--- src/rtl/mcsr_pkg.sv ---
package mcsr_pkg;
  // Register indices; byte address is four times the index
  localparam logic [5:0] IDX_CTRL_TWO = 6'h01;
  localparam logic [5:0] IDX_CFG_FOUR = 6'h03;
  localparam logic [5:0] IDX_USER_ZERO = 6'h1B;
  localparam logic [5:0] IDX_STATUS = 6'h20;
  // Field positions in control_function_two
  localparam int CTRL_MUX_EN_BIT = 8;
  localparam int CTRL_GEN_EN_BIT = 9;
  // Field positions in user_config_zero
  localparam int USR_IN_DLY_LSB = 0;
  localparam int USR_OUT_DLY_LSB = 3;
  localparam int USR_SYNC_EN_BIT = 6;
  // Field position in the calibration register
  localparam int CFG_CAL_EN_BIT = 24;
  // Values after reset
  localparam logic [1:0] CTRL_SYNC_RESET = 2'h1;
  localparam logic [6:0] USR_ZERO_RESET = 7'h00;
  // Clock generator and sync output divider
  localparam logic [8:0] CLKGEN_PRESET = 9'h000;
  localparam logic [8:0] CLKGEN_LAST = 9'h17F;
  localparam logic [8:0] DIV_LAST = 9'h17F;
  localparam logic [8:0] DIV_HIGH_CYCLES = 9'h100;
  // Calibration sequence
  localparam logic [3:0] CAL_SYNC_LAST = 4'hF;
  localparam logic [3:0] CAL_STEP_CYCLES = 4'h8;
  localparam logic [3:0] CAL_FINISH_CYCLES = 4'h8;
  localparam int TAP_DEPTH = 8;

  typedef enum logic [1:0] {CAL_IDLE, CAL_STEP, CAL_SYNC, CAL_FINISH} mcsr_cal_type;
endpackage : mcsr_pkg

--- src/rtl/mcsr_receiver.sv ---
// The implementer's own choices: the Avalon-MM register port and the register offsets.
`timescale 1ns/1ps
// Functional notes
// - Sync input is routed to the clock generator for synchronization.
// - With the generator enable bit clear, the sync input is buffered onto the sync output.
// - Input delay tap is chosen by user_config_zero bits 2 to 0.
// - Edge detector pulse lasts exactly one cycle, once per sync period.
// - Sync input rising edge is sampled on the system clock rising edge.
// - Clock generator counter advances each cycle; sync pulse presets it only in the calibration sync phase.
// - Preset state lasts one cycle, then normal stepping resumes.
// - Output delay tap is chosen by user_config_zero bits 5 to 3.
// - Each delay field is codes 0 to 7, larger code means longer delay.
// - Synchronize only with sync enable bit set and sync signal present.
// - Synchronize inside calibration after its first step, for sixteen sync periods.
// - Master generates sync output at clock over 384, two thirds high.
// - Master only when generator enable and mux enable bits are both set.
module mcsr_receiver (
  // Clock, reset, enable
  input wire logic clk_sys_i,
  input wire logic sys_rst_i,
  input wire logic ce_i,
  // Avalon-MM slave
  input wire logic [7:0] avs_address_i,
  input wire logic avs_read_i,
  input wire logic avs_write_i,
  input wire logic [31:0] avs_writedata_i,
  input wire logic [3:0] avs_byteenable_i,
  output logic [31:0] avs_readdata_o,
  output logic avs_waitrequest_o,
  // Sync pins
  input wire logic sync_in_i,
  output logic sync_out_o,
  // Internal clock state
  output logic sync_pulse_o,
  output logic [8:0] clkgen_state_o,
  output logic cal_busy_o
);
  import mcsr_pkg::*;
  // Byte-enable merge of a write into a stored word
  function automatic logic [31:0] mcsr_merge(input logic [31:0] old_v, input logic [31:0] new_v,
                                             input logic [3:0] be);
    logic [31:0] res;
    res = old_v;
    for (int i = 0; i < 4; i++) begin
      if (be[i]) begin
        res[i*8 +: 8] = new_v[i*8 +: 8];
      end
    end
    return res;
  endfunction : mcsr_merge
  logic [1:0] ctrl_sync;
  logic [6:0] usr_zero;
  logic cal_en;
  logic sync_s1, sync_s2, sync_s3;
  logic sync_level, edge_prev;
  logic [8:0] div_cnt;
  logic gen_level, src_level, master_on;
  mcsr_cal_type cal_state;
  logic [3:0] cal_cnt, sync_cnt;
  logic sync_done;
  logic tap_in_q;
  // Bus decode
  wire logic [5:0] bus_idx = avs_address_i[7:2];
  wire logic bus_aligned = (avs_address_i[1:0] == 2'b00);
  wire logic bus_req = avs_read_i | avs_write_i;
  wire logic bus_wr = avs_write_i & ~avs_waitrequest_o;
  wire logic hit_ctrl = bus_aligned & (bus_idx == IDX_CTRL_TWO);
  wire logic hit_cfg = bus_aligned & (bus_idx == IDX_CFG_FOUR);
  wire logic hit_usr = bus_aligned & (bus_idx == IDX_USER_ZERO);
  wire logic hit_stat = bus_aligned & (bus_idx == IDX_STATUS);
  wire logic [31:0] ctrl_word = {22'h00_0000, ctrl_sync, 8'h00};
  wire logic [31:0] cfg_word = {7'h00, cal_en, 24'h00_0000};
  wire logic [31:0] usr_word = {25'h000_0000, usr_zero};
  wire logic [31:0] stat_word = {19'h0_0000, master_on, sync_level, sync_done, cal_busy_o, clkgen_state_o};
  wire logic [31:0] rd_mux = hit_ctrl ? ctrl_word : hit_cfg ? cfg_word : hit_usr ? usr_word :
                             hit_stat ? stat_word : 32'h0000_0000;
  wire logic [31:0] ctrl_new = mcsr_merge(ctrl_word, avs_writedata_i, avs_byteenable_i);
  wire logic [31:0] cfg_new = mcsr_merge(cfg_word, avs_writedata_i, avs_byteenable_i);
  wire logic [31:0] usr_new = mcsr_merge(usr_word, avs_writedata_i, avs_byteenable_i);
  wire logic gen_en = ctrl_sync[CTRL_GEN_EN_BIT-8];
  wire logic mux_en = ctrl_sync[CTRL_MUX_EN_BIT-8];
  wire logic sync_en = usr_zero[USR_SYNC_EN_BIT];
  wire logic [2:0] in_dly = usr_zero[USR_IN_DLY_LSB +: 3];
  wire logic [2:0] out_dly = usr_zero[USR_OUT_DLY_LSB +: 3];
  assign master_on = gen_en & mux_en;
  wire logic preset_hit = sync_pulse_o & sync_en & (cal_state == CAL_SYNC);
  wire logic cal_done = (cal_state == CAL_FINISH) & (cal_cnt == CAL_FINISH_CYCLES - 4'h1);
  // Bus handshake: one wait cycle, then a single answer cycle
  always_ff @(posedge clk_sys_i or posedge sys_rst_i) begin
    if (sys_rst_i) begin
      avs_waitrequest_o <= 1'b1;
      avs_readdata_o <= 32'h0000_0000;
    end else if (ce_i) begin
      avs_waitrequest_o <= ~(bus_req & avs_waitrequest_o);
      if (bus_req & avs_waitrequest_o) begin
        avs_readdata_o <= rd_mux;
      end
    end
  end
  // Writable registers; unmapped writes are dropped
  always_ff @(posedge clk_sys_i or posedge sys_rst_i) begin
    if (sys_rst_i) begin
      ctrl_sync <= CTRL_SYNC_RESET;
      usr_zero <= USR_ZERO_RESET;
      cal_en <= 1'b0;
    end else if (ce_i) begin
      if (bus_wr & hit_ctrl) begin
        ctrl_sync <= ctrl_new[CTRL_GEN_EN_BIT:CTRL_MUX_EN_BIT];
      end
      if (bus_wr & hit_usr) begin
        usr_zero <= usr_new[6:0];
      end
      // Software set wins over the self-clear at the end
      if (bus_wr & hit_cfg) begin
        cal_en <= cfg_new[CFG_CAL_EN_BIT];
      end else if (cal_done) begin
        cal_en <= 1'b0;
      end
    end
  end
  always_ff @(posedge clk_sys_i or posedge sys_rst_i) begin
    if (sys_rst_i) begin
      sync_s1 <= 1'b0;
      sync_s2 <= 1'b0;
      sync_s3 <= 1'b0;
      sync_level <= 1'b0;
    end else if (ce_i) begin
      sync_s1 <= sync_in_i;
      sync_s2 <= sync_s1;
      sync_s3 <= sync_s2;
      if (sync_s2 == sync_s3) begin
        sync_level <= sync_s3;
      end
    end
  end

  mcsr_tap_delay u_in_tap (
    .clk_sys_i(clk_sys_i),
    .sys_rst_i(sys_rst_i),
    .ce_i(ce_i),
    .d_i(sync_level),
    .sel_i(in_dly),
    .q_o(tap_in_q)
  );
  always_ff @(posedge clk_sys_i or posedge sys_rst_i) begin
    if (sys_rst_i) begin
      edge_prev <= 1'b0;
      sync_pulse_o <= 1'b0;
    end else if (ce_i) begin
      edge_prev <= tap_in_q;
      sync_pulse_o <= tap_in_q & ~edge_prev;
    end
  end
  always_ff @(posedge clk_sys_i or posedge sys_rst_i) begin
    if (sys_rst_i) begin
      clkgen_state_o <= CLKGEN_PRESET;
    end else if (ce_i) begin
      if (preset_hit) begin
        clkgen_state_o <= CLKGEN_PRESET;
      end else if (clkgen_state_o == CLKGEN_LAST) begin
        clkgen_state_o <= 9'h000;
      end else begin
        clkgen_state_o <= clkgen_state_o + 9'h001;
      end
    end
  end

  // calibration sequence with a sync pause
  always_ff @(posedge clk_sys_i or posedge sys_rst_i) begin
    if (sys_rst_i) begin
      cal_state <= CAL_IDLE;
      cal_cnt <= 4'h0;
      sync_cnt <= 4'h0;
      sync_done <= 1'b0;
      cal_busy_o <= 1'b0;
    end else if (ce_i) begin
      cal_busy_o <= (cal_state != CAL_IDLE);
      case (cal_state)
        CAL_IDLE: begin
          cal_cnt <= 4'h0;
          sync_cnt <= 4'h0;
          if (cal_en) begin
            sync_done <= 1'b0;
            cal_state <= CAL_STEP;
          end
        end
        CAL_STEP: begin
          cal_cnt <= cal_cnt + 4'h1;
          if (cal_cnt == CAL_STEP_CYCLES - 4'h1) begin
            cal_cnt <= 4'h0;
            cal_state <= sync_en ? CAL_SYNC : CAL_FINISH;
          end
        end
        CAL_SYNC: begin
          // stalls here while no sync signal arrives
          if (preset_hit) begin
            sync_cnt <= sync_cnt + 4'h1;
            if (sync_cnt == CAL_SYNC_LAST) begin
              sync_done <= 1'b1;
              cal_state <= CAL_FINISH;
            end
          end
        end
        CAL_FINISH: begin
          cal_cnt <= cal_cnt + 4'h1;
          if (cal_done) begin
            cal_state <= CAL_IDLE;
          end
        end
        default: begin
          cal_state <= CAL_IDLE;
        end
      endcase
    end
  end

  always_ff @(posedge clk_sys_i or posedge sys_rst_i) begin
    if (sys_rst_i) begin
      div_cnt <= 9'h000;
      gen_level <= 1'b0;
    end else if (ce_i) begin
      div_cnt <= (div_cnt == DIV_LAST) ? 9'h000 : div_cnt + 9'h001;
      gen_level <= (div_cnt < DIV_HIGH_CYCLES);
    end
  end

  // output source: generator, buffered input, or off
  always_ff @(posedge clk_sys_i or posedge sys_rst_i) begin
    if (sys_rst_i) begin
      src_level <= 1'b0;
    end else if (ce_i) begin
      src_level <= master_on ? gen_level : (~gen_en & sync_level);
    end
  end

  // output delay tap drives the pin
  mcsr_tap_delay u_out_tap (
    .clk_sys_i(clk_sys_i),
    .sys_rst_i(sys_rst_i),
    .ce_i(ce_i),
    .d_i(src_level),
    .sel_i(out_dly),
    .q_o(sync_out_o)
  );
endmodule : mcsr_receiver

--- src/rtl/mcsr_tap_delay.sv ---
`timescale 1ns/1ps
module mcsr_tap_delay (
  // Clock and reset
  input wire logic clk_sys_i,
  input wire logic sys_rst_i,
  input wire logic ce_i,
  // Data and tap select
  input wire logic d_i,
  input wire logic [2:0] sel_i,
  output logic q_o
);
  import mcsr_pkg::*;

  logic [TAP_DEPTH-1:0] stage;
  wire logic tap_pick = stage[sel_i];

  // Shift line with a selected tap, code 0 shortest
  // one cycle per code
  always_ff @(posedge clk_sys_i or posedge sys_rst_i) begin
    if (sys_rst_i) begin
      stage <= '0;
      q_o <= 1'b0;
    end else if (ce_i) begin
      stage <= {stage[TAP_DEPTH-2:0], d_i};
      q_o <= tap_pick;
    end
  end
endmodule : mcsr_tap_delay

--- config.mk ---
export PLATFORM = sky130hd
export DESIGN_NAME = mcsr_receiver
export DESIGN_NICKNAME = d
export VERILOG_FILES = /design/src/rtl/mcsr_pkg.sv /design/src/rtl/mcsr_receiver.sv /design/src/rtl/mcsr_tap_delay.sv
export SDC_FILE = /design/constraint.sdc
export NUM_CORES = 1
export LEC_CHECK = 0
export ABC_AREA = 1
export BUFFER_PORTS_ARGS = -buffer_cell sky130_fd_sc_hd__buf_2
export CORE_MARGIN = 5
export CORE_UTILIZATION = 54
export DETAILED_ROUTE_END_ITERATION = 12
export GPL_TIMING_DRIVEN = 0
export PLACE_DENSITY_LB_ADDON = 0.2
export RECOVER_POWER = 100
export SYNTH_ARGS = -nofsm -noshare
export SYNTH_HDL_FRONTEND = slang
export SYNTH_SLANG_ARGS = --single-unit
--- constraint.sdc ---
create_clock -name clk_sys_i -period 2.8 [get_ports clk_sys_i]
set_input_delay 0.28 -clock clk_sys_i [delete_from_list [all_inputs] [get_ports clk_sys_i]]
set_output_delay 0.28 -clock clk_sys_i [all_outputs]
set_load 0.02 [all_outputs]
==> out/metrics.cfg, run 1 <==
[global_routing]
grt-ovfl-total = 0
grt_pass1_vias = 3469
antenna_found_initial = 0
grt_max_degree = 74
grt_usage = 0.211
grt_pass1_wl_um = 16500

[logic_synthesis]
async_reset_ff_frac = 1.00
yosysSeqAreaShare = 0.484
yosysUniqueCellTypes = 38
synth_common_cells = nand2_1 (158), dfrtp_1 (79), inv_1 (55), nand3_1 (47), nor2_1 (38)
synth_warnings = 0
yosysMostFrequentCell = nand2_1
synth_top_area_frac = 0.471
syn_avg_cell_area_um2 = 7.98
ys_seq_elements = 81
syn_inst = 526
ys.flop_type = dfrtp_1
yosysTopAreaCell = dfrtp_1
synth_area_leaders = dfrtp_1 (47%), nand2_1 (14%), nand3_1 (5.6%)
synth_edf_count = 0
syn_area_mm2 = 0.00420

[die]
die_w_um = 98.1
initial_core_util = 0.549
io_pins = 95
die_area_mm2 = 0.00963
die_h_um = 98.1
coreArea_mm2 = 0.00765
rows = 32

[hold_path]
min_path_type = in2reg
whs_endpoint = ctrl_sync[0]
holdPathStages = 3
min_from = avs_writedata_i[8]

[cts]
root_buffer = clkbuf_8
clk_latency_ps = 350
cts_buffers = 9
post-cts-setup-buffers = 0
cts_tree = built
cts_htree_levels = 3
clock_sinks = 81
clk_pin_slew_ps = 80
cts_buffer_depth = 2

[timing]
finalHoldViolations = 0
slew_viol_final = 0
tightest_slew_ps = 651
fin_skew_ps = 5.74
post-route-min-period_ps = 2140
rsz0062_at_grt = no
setup_tns_ps = 0
max_freq_mhz = 467
post-route-period-util = 0.764
max_slew_margin = 0.561
setup_violations = 0

[critical_path]
critPathMaxFanout = 8
worst_r2r_endpoint = sync_done
reg2regPathDepth = 10
reg2reg_slack_ps = 660
cp_cell_sequence = inv_1 > ha_1 > inv_1 > nand2_1 > o21ai_0 > o21ai_0 > inv_1 > nand3_1 > nand2_1 > o21ai_0
slowest_stage = dfrtp_1
worstSetupPathType = reg2reg
crit_arrival_ps = 2360
start_kind = flip-flop
crit_required_ps = 3020
max_stage_delay_ps = 420
crit_path_end_kind = flip-flop
rr_startpoint = cal_state[0]

[placement]
io_buffers = 53
dp_hpwl_um = 7200
placed_cells = 699
routabilityCongestion = 0.872

[route]
drtIter0Drc = 171
routed_wl_um = 9740
drtAntennaViolNets = 0
drt-pass1-iter-count = 5
vias_per_cell = 5.01
vias = 3580
drc = 0
wl_per_cell_um = 13.6

[outcome]
outcome = finished clean

[cells_and_area]
diodes = 0
drive_above_1_share = 0.123
area_growth_pct = 14.3
final_nets = 668
fin_cells = 714

[pwr]
p_per_area_mw_per_mm2 = 591
finalPower_mw = 2.83
p_leak_nw = 2.50
vdd_ir_drop_max_v = 0.000400

[flow_run]
cap_violations = 0

## timing repair
action                                 CTS  global route
endpoints found under the hold margin    8             0
resized for setup                        0             0
hold buffers                             1             0
## cell type report
cell class | count | area (µm²)
plain buffers | 31 | 195
clock buffers | 11 | 151
clock inverters | 3 | 17.5
fillers | 721 | 2850
inverters | 62 | 239
multi-input cells | 369 | 1770
flip-flops and latches | 81 | 2030
well taps | 102 | 128
repair buffers | 55 | 268
## cells by family (layout without fill, tap and decap cells)
kind of cell               count (synthesis)  in the layout  synth area share
AOI/OAI and AO/OA                         65             65            0.0862
xor gates and xnor gates                   9              9            0.0188
adders and majority gates                  9              9            0.0268
buffers and inverters                     93            162             0.106
DFF                                       81             81             0.484
other                                      1             18          0.000894
and+or+nand+nor                          268            268             0.278
## metal layers
layer  up-vias  global-route usage  share of wire  routed length (µm)
met4         0              0.0494         0.0031                  30
li1       1804                   -              -                   -
met1      1674               0.275           0.44                4240
met2        98               0.347           0.49                4790
met5         -                   0              0                   0
met3         4              0.0650          0.069                 675
## stage by stage
stage           util  instance area [µm²]  hold slack, ps  worst slack, ps
3_5_place_dp   0.612                 4680             191              993
2_1_floorplan      -                 4260             392              443
3_3_place_gp   0.608                 4650             450             -484
5_1_grt        0.627                 4800             135              431
6_report       0.627                 4800             162              660
4_1_cts        0.636                 4860             140              930
## flip-flops by register name, summed over array words and instances, names as in the netlist, 2 cells and up
signal and flops:
u_in_tap.stage 8, div_cnt 9, cal_state 2, sync_cnt 4, u_out_tap.stage 8, cal_cnt 4, ctrl_sync 2, avs_readdata_o 14
clkgen_state_o 9, usr_zero 7
## report_power, final
group / internal [mW] / total [mW] / leakage [nW] / switching (mW)
clock: 0.358 / 0.754 / 0.0871 / 0.396
combinational: 0.194 / 0.590 / 1.36 / 0.395
sequential: 1.34 / 1.49 / 1.05 / 0.149
## worst max-delay path: cells and delay by family, from the launching register on
family                     cells  cell delay (ps)
AOI/OAI and AO/OA              3              580
DFF                            1              420
adders and majority gates      1              240
buffers and inverters          3              420
and+or+nand+nor                3              360
## cell usage in the layout (no fill, tap or decap), types with 4 or more instances in the layout
cell type  synthesis  final
nand4_1            4      4
nor3_1             6      6
o31ai_1            5      5
ha_1               9      9
inv_1             55     56
clkbuf_1           7     40
nor2_1            38     40
conb_1             1     18
nand2_1          158    160
a21oi_1            8      9
nand3_1           47     47
buf_4             18     18
buf_2              3     25
xor2_1             6      6
o21ai_0           37     42
o211ai_1           4      4
dfrtp_1           79     79
clkbuf_8           0     11
## how the worst max path moves through the flow
stage	depth (start not counted)	end	from	slack (ps)
6_report	10	sync_done	cal_state[0]	660
5_1_grt	10	sync_done	cal_state[0]	430
4_1_cts	10	cal_state[0]	cal_state[0]	930
3_5_place_dp	10	cal_state[0]	cal_state[0]	990
3_3_place_gp	2	avs_readdata_o[5]	sys_rst_i	-480
2_1_floorplan	1	avs_readdata_o[0]	sys_rst_i	440
Power figures use the tool's default switching activity.
==> run 2, diff against run 1 <==
--- a/config.mk
+++ b/config.mk
@@ -5,7 +5,7 @@
 export SDC_FILE = /design/constraint.sdc
 export NUM_CORES = 1
 export LEC_CHECK = 0
-export ABC_AREA = 1
+export ABC_AREA = 0
 export BUFFER_PORTS_ARGS = -buffer_cell sky130_fd_sc_hd__buf_2
 export CORE_MARGIN = 5
 export CORE_UTILIZATION = 54
==> constraint.sdc (replaced) <==
create_clock -name clk_sys_i -period 2 [get_ports clk_sys_i]
set_input_delay 0.2 -clock clk_sys_i [delete_from_list [all_inputs] [get_ports clk_sys_i]]
set_output_delay 0.2 -clock clk_sys_i [all_outputs]
set_load 0.02 [all_outputs]
==> out/metrics.cfg, run 2 <==
[pwr]
p_per_area_mw_per_mm2 = 1070  ; was 591 mW/mm²
p_leak_nw = 2.06  ; was 2.50 nW
finalPower_mw = 4.83  ; was 2.83 mW
vdd_ir_drop_max_v = 0.000663  ; was 0.000400 V

[cells_and_area]
largestRegisters = avs_readdata_o: 14 flops, clkgen_state_o: 9 flops, div_cnt: 9 flops  ; unchanged
diodes = 0  ; unchanged
drive_above_1_share = 0.244  ; was 0.123
area_growth_pct = 14.7  ; was 14.3%
ff_latch_area_mm2 = 0.00203  ; unchanged
fillers = 610  ; was 721
fin_cells = 530  ; was 714
post-route-util = 0.630  ; was 0.627
largest_reg_flops = 14  ; unchanged
multi_input_area_mm2 = 0.00169  ; was 0.00177 mm²
final_cell_mix = dfrtp_1 (79), clkbuf_1 (37), nand2_1 (31)  ; was nand2_1 (160), dfrtp_1 (79), inv_1 (56)
largest_register = avs_readdata_o  ; unchanged
layout_commonest_cell = dfrtp_1  ; was nand2_1
final_nets = 487  ; was 668
fin_area_mm2 = 0.00452  ; was 0.00480 mm²

[logic_synthesis]
yosysSeqAreaShare = 0.515  ; was 0.484
synth_edf_count = 0  ; unchanged
ys.flop_type = dfrtp_1  ; unchanged
synth_area_leaders = dfrtp_1 (50%), mux2_2 (8.6%), buf_4 (3.4%)  ; was dfrtp_1 (47%), nand2_1 (14%), nand3_1 (5.6%)
synth_warnings = 0  ; unchanged
yosysMostFrequentCell = dfrtp_1  ; was nand2_1
syn_area_mm2 = 0.00394  ; was 0.00420 mm²
yosysTopAreaCell = dfrtp_1  ; unchanged
yosysUniqueCellTypes = 57  ; was 38
syn_inst = 347  ; was 526
ys_seq_elements = 81  ; unchanged
async_reset_ff_frac = 1.00  ; unchanged
synth_top_area_frac = 0.501  ; was 0.471
syn_avg_cell_area_um2 = 11.4  ; was 7.98 µm²
synth_common_cells = dfrtp_1 (79), nand2_1 (31), mux2_2 (30), o21ai_0 (20)  ; was nand2_1 (158), dfrtp_1 (79), inv_1 (55), nand3_1 (47), nor2_1 (38)

[timing]
fin_skew_ps = 9.97  ; was 5.74 ps
post-route-min-period_ps = 1940  ; was 2140 ps
finalHoldViolations = 0  ; unchanged
tightest_slew_ps = 1670  ; was 651 ps
post-route-period-util = 0.972  ; was 0.764
rsz0062_at_grt = yes  ; was no
max_slew_margin = -0.119  ; was 0.561
setup_tns_ps = 0  ; unchanged
max_freq_mhz = 515  ; was 467 MHz
setup_violations = 0  ; unchanged
slew_viol_final = 40  ; was 0

[global_routing]
grt_max_degree = 44  ; was 74
grt_pass1_wl_um = 13600  ; was 16,500 µm
grt-ovfl-total = 0  ; unchanged
antenna_found_initial = 0  ; unchanged
grt_usage = 0.195  ; was 0.211
grt_pass1_vias = 2692  ; was 3,469

[critical_path]
crit_buf_inv = 1  ; was 3
reg2reg_slack_ps = 60  ; was 660 ps
crit_required_ps = 2260  ; was 3020 ps
worst_r2r_endpoint = avs_readdata_o[8]  ; was sync_done
reg2regPathDepth = 5  ; was 10
cp_cell_sequence = o211ai_1 > nor4_2 > clkbuf_2 > nand2_1 > o211ai_1  ; was inv_1 > ha_1 > inv_1 > nand2_1 > o21ai_0 > o21ai_0 > inv_1 > nand3_1 > nand2_1 > o21ai_0
crit_arrival_ps = 2200  ; was 2360 ps
crit_path_frequent_cell = o211ai_1
worstSetupPathType = reg2reg  ; unchanged
max_stage_delay_ps = 610  ; was 420 ps
cp_top_family = simple AND/OR/NAND/NOR gates  ; was compound AO/OA/AOI/OAI gates
rr_startpoint = avs_waitrequest_o  ; was cal_state[0]
crit_path_end_kind = flip-flop  ; unchanged
start_kind = flip-flop  ; unchanged
critPathMaxFanout = 10  ; was 8
slowest_stage = dfstp_1  ; was dfrtp_1

[die]
io_pins = 95  ; unchanged
coreArea_mm2 = 0.00718  ; was 0.00765 mm²
rows = 31  ; was 32
die_area_mm2 = 0.00911  ; was 0.00963 mm²
die_h_um = 95.4  ; was 98.1 µm
initial_core_util = 0.549  ; about the same
die_w_um = 95.4  ; was 98.1 µm

[cts]
cts_buffers = 9  ; unchanged
cts_tree = built  ; unchanged
hold_buffers = 0  ; was 1
cts_resized = 1  ; was 0
clock_sinks = 81  ; unchanged
post-cts-setup-buffers = 0  ; unchanged
cts_buffer_depth = 2  ; unchanged
clk_pin_slew_ps = 80  ; about the same
cts_htree_levels = 3  ; unchanged
clk_latency_ps = 340  ; was 350 ps
root_buffer = clkbuf_8  ; unchanged

[outcome]
violations = capacitance limit, slew limit
outcome = complete, but fails checks  ; was finished clean

[hold_path]
min_path_type = in2reg  ; unchanged
min_from = avs_writedata_i[9]  ; was avs_writedata_i[8]
holdPathStages = 2  ; was 3
whs_endpoint = ctrl_sync[1]  ; was ctrl_sync[0]

[route]
drt-pass1-iter-count = 5  ; unchanged
drc = 0  ; unchanged
vias = 2892  ; was 3,580
vias_per_cell = 5.46  ; was 5.01
drtAntennaViolNets = 0  ; unchanged
routed_wl_um = 8400  ; was 9740 µm
wl_per_cell_um = 15.8  ; was 13.6 µm
drtIter0Drc = 211  ; was 171

[flow_run]
cap_violations = 1  ; was 0

[placement]
io_buffers = 53  ; unchanged
placed_area_mm2 = 0.00442  ; was 0.00468 mm²
dp_hpwl_um = 6070  ; was 7200 µm
routabilityCongestion = 0.854  ; was 0.872
placed_cells = 517  ; was 699

## run 2: cells by family after synthesis
group	Yosys count	synth area share
xor gates and xnor gates	9	0.0200
other	1	0.000951
DFF	81	0.515
and+or+nand+nor	95	0.132
buffers and inverters	49	0.0663
muxes	36	0.114
adders and majority gates	9	0.0286
AOI/OAI and AO/OA	67	0.124
## run 2: through the flow
stage / hold WS, ps / setup WS (ps)
global placement: 427 / -77.2
detailed placement: 414 / -62.3
finish: 82.9 / 56.7
global route: 62.9 / -66.0
CTS: 35.7 / 64.5
floorplan: 350 / 252
## run 2: report_power, final
part | internal (mW) | total [mW] | switching, mW | leakage [nW]
Clock | 0.562 | 1.12 | 0.560 | 0.0872
Sequential | 2.05 | 2.45 | 0.392 | 1.01
Combinational | 0.593 | 1.26 | 0.664 | 0.965
Total | 3.21 | 4.83 | 1.62 | 2.06
## run 2: worst max-delay path by stage
stage	startpoint	end	cells past startpoint
global route	cal_state[0]	cal_state[1]	6
floorplan	cal_state[0]	sync_cnt[3]	8
CTS	cal_state[0]	sync_cnt[3]	7
global placement	avs_waitrequest_o	avs_readdata_o[6]	5
detailed placement	avs_waitrequest_o	avs_readdata_o[1]	5
finish	avs_waitrequest_o	avs_readdata_o[8]	5
## run 2: per-layer routing
metal	vias to the layer above	part of all wire	global-route usage
met4	0	0.016	0.0806
li1	1380	-	-
met5	-	0	0
met3	11	0.072	0.0410
met1	1408	0.47	0.271
met2	93	0.45	0.299
## run 2: layout make-up
class	instances	share of cell area
flip-flops and latches	81	0.449
multi-input cells	234	0.375
clock inverters	5	0.0130
plain buffers	30	0.0407
inverters	18	0.0152
clock buffers	9	0.0274
well taps	99	0.0274
repair buffers	54	0.0526
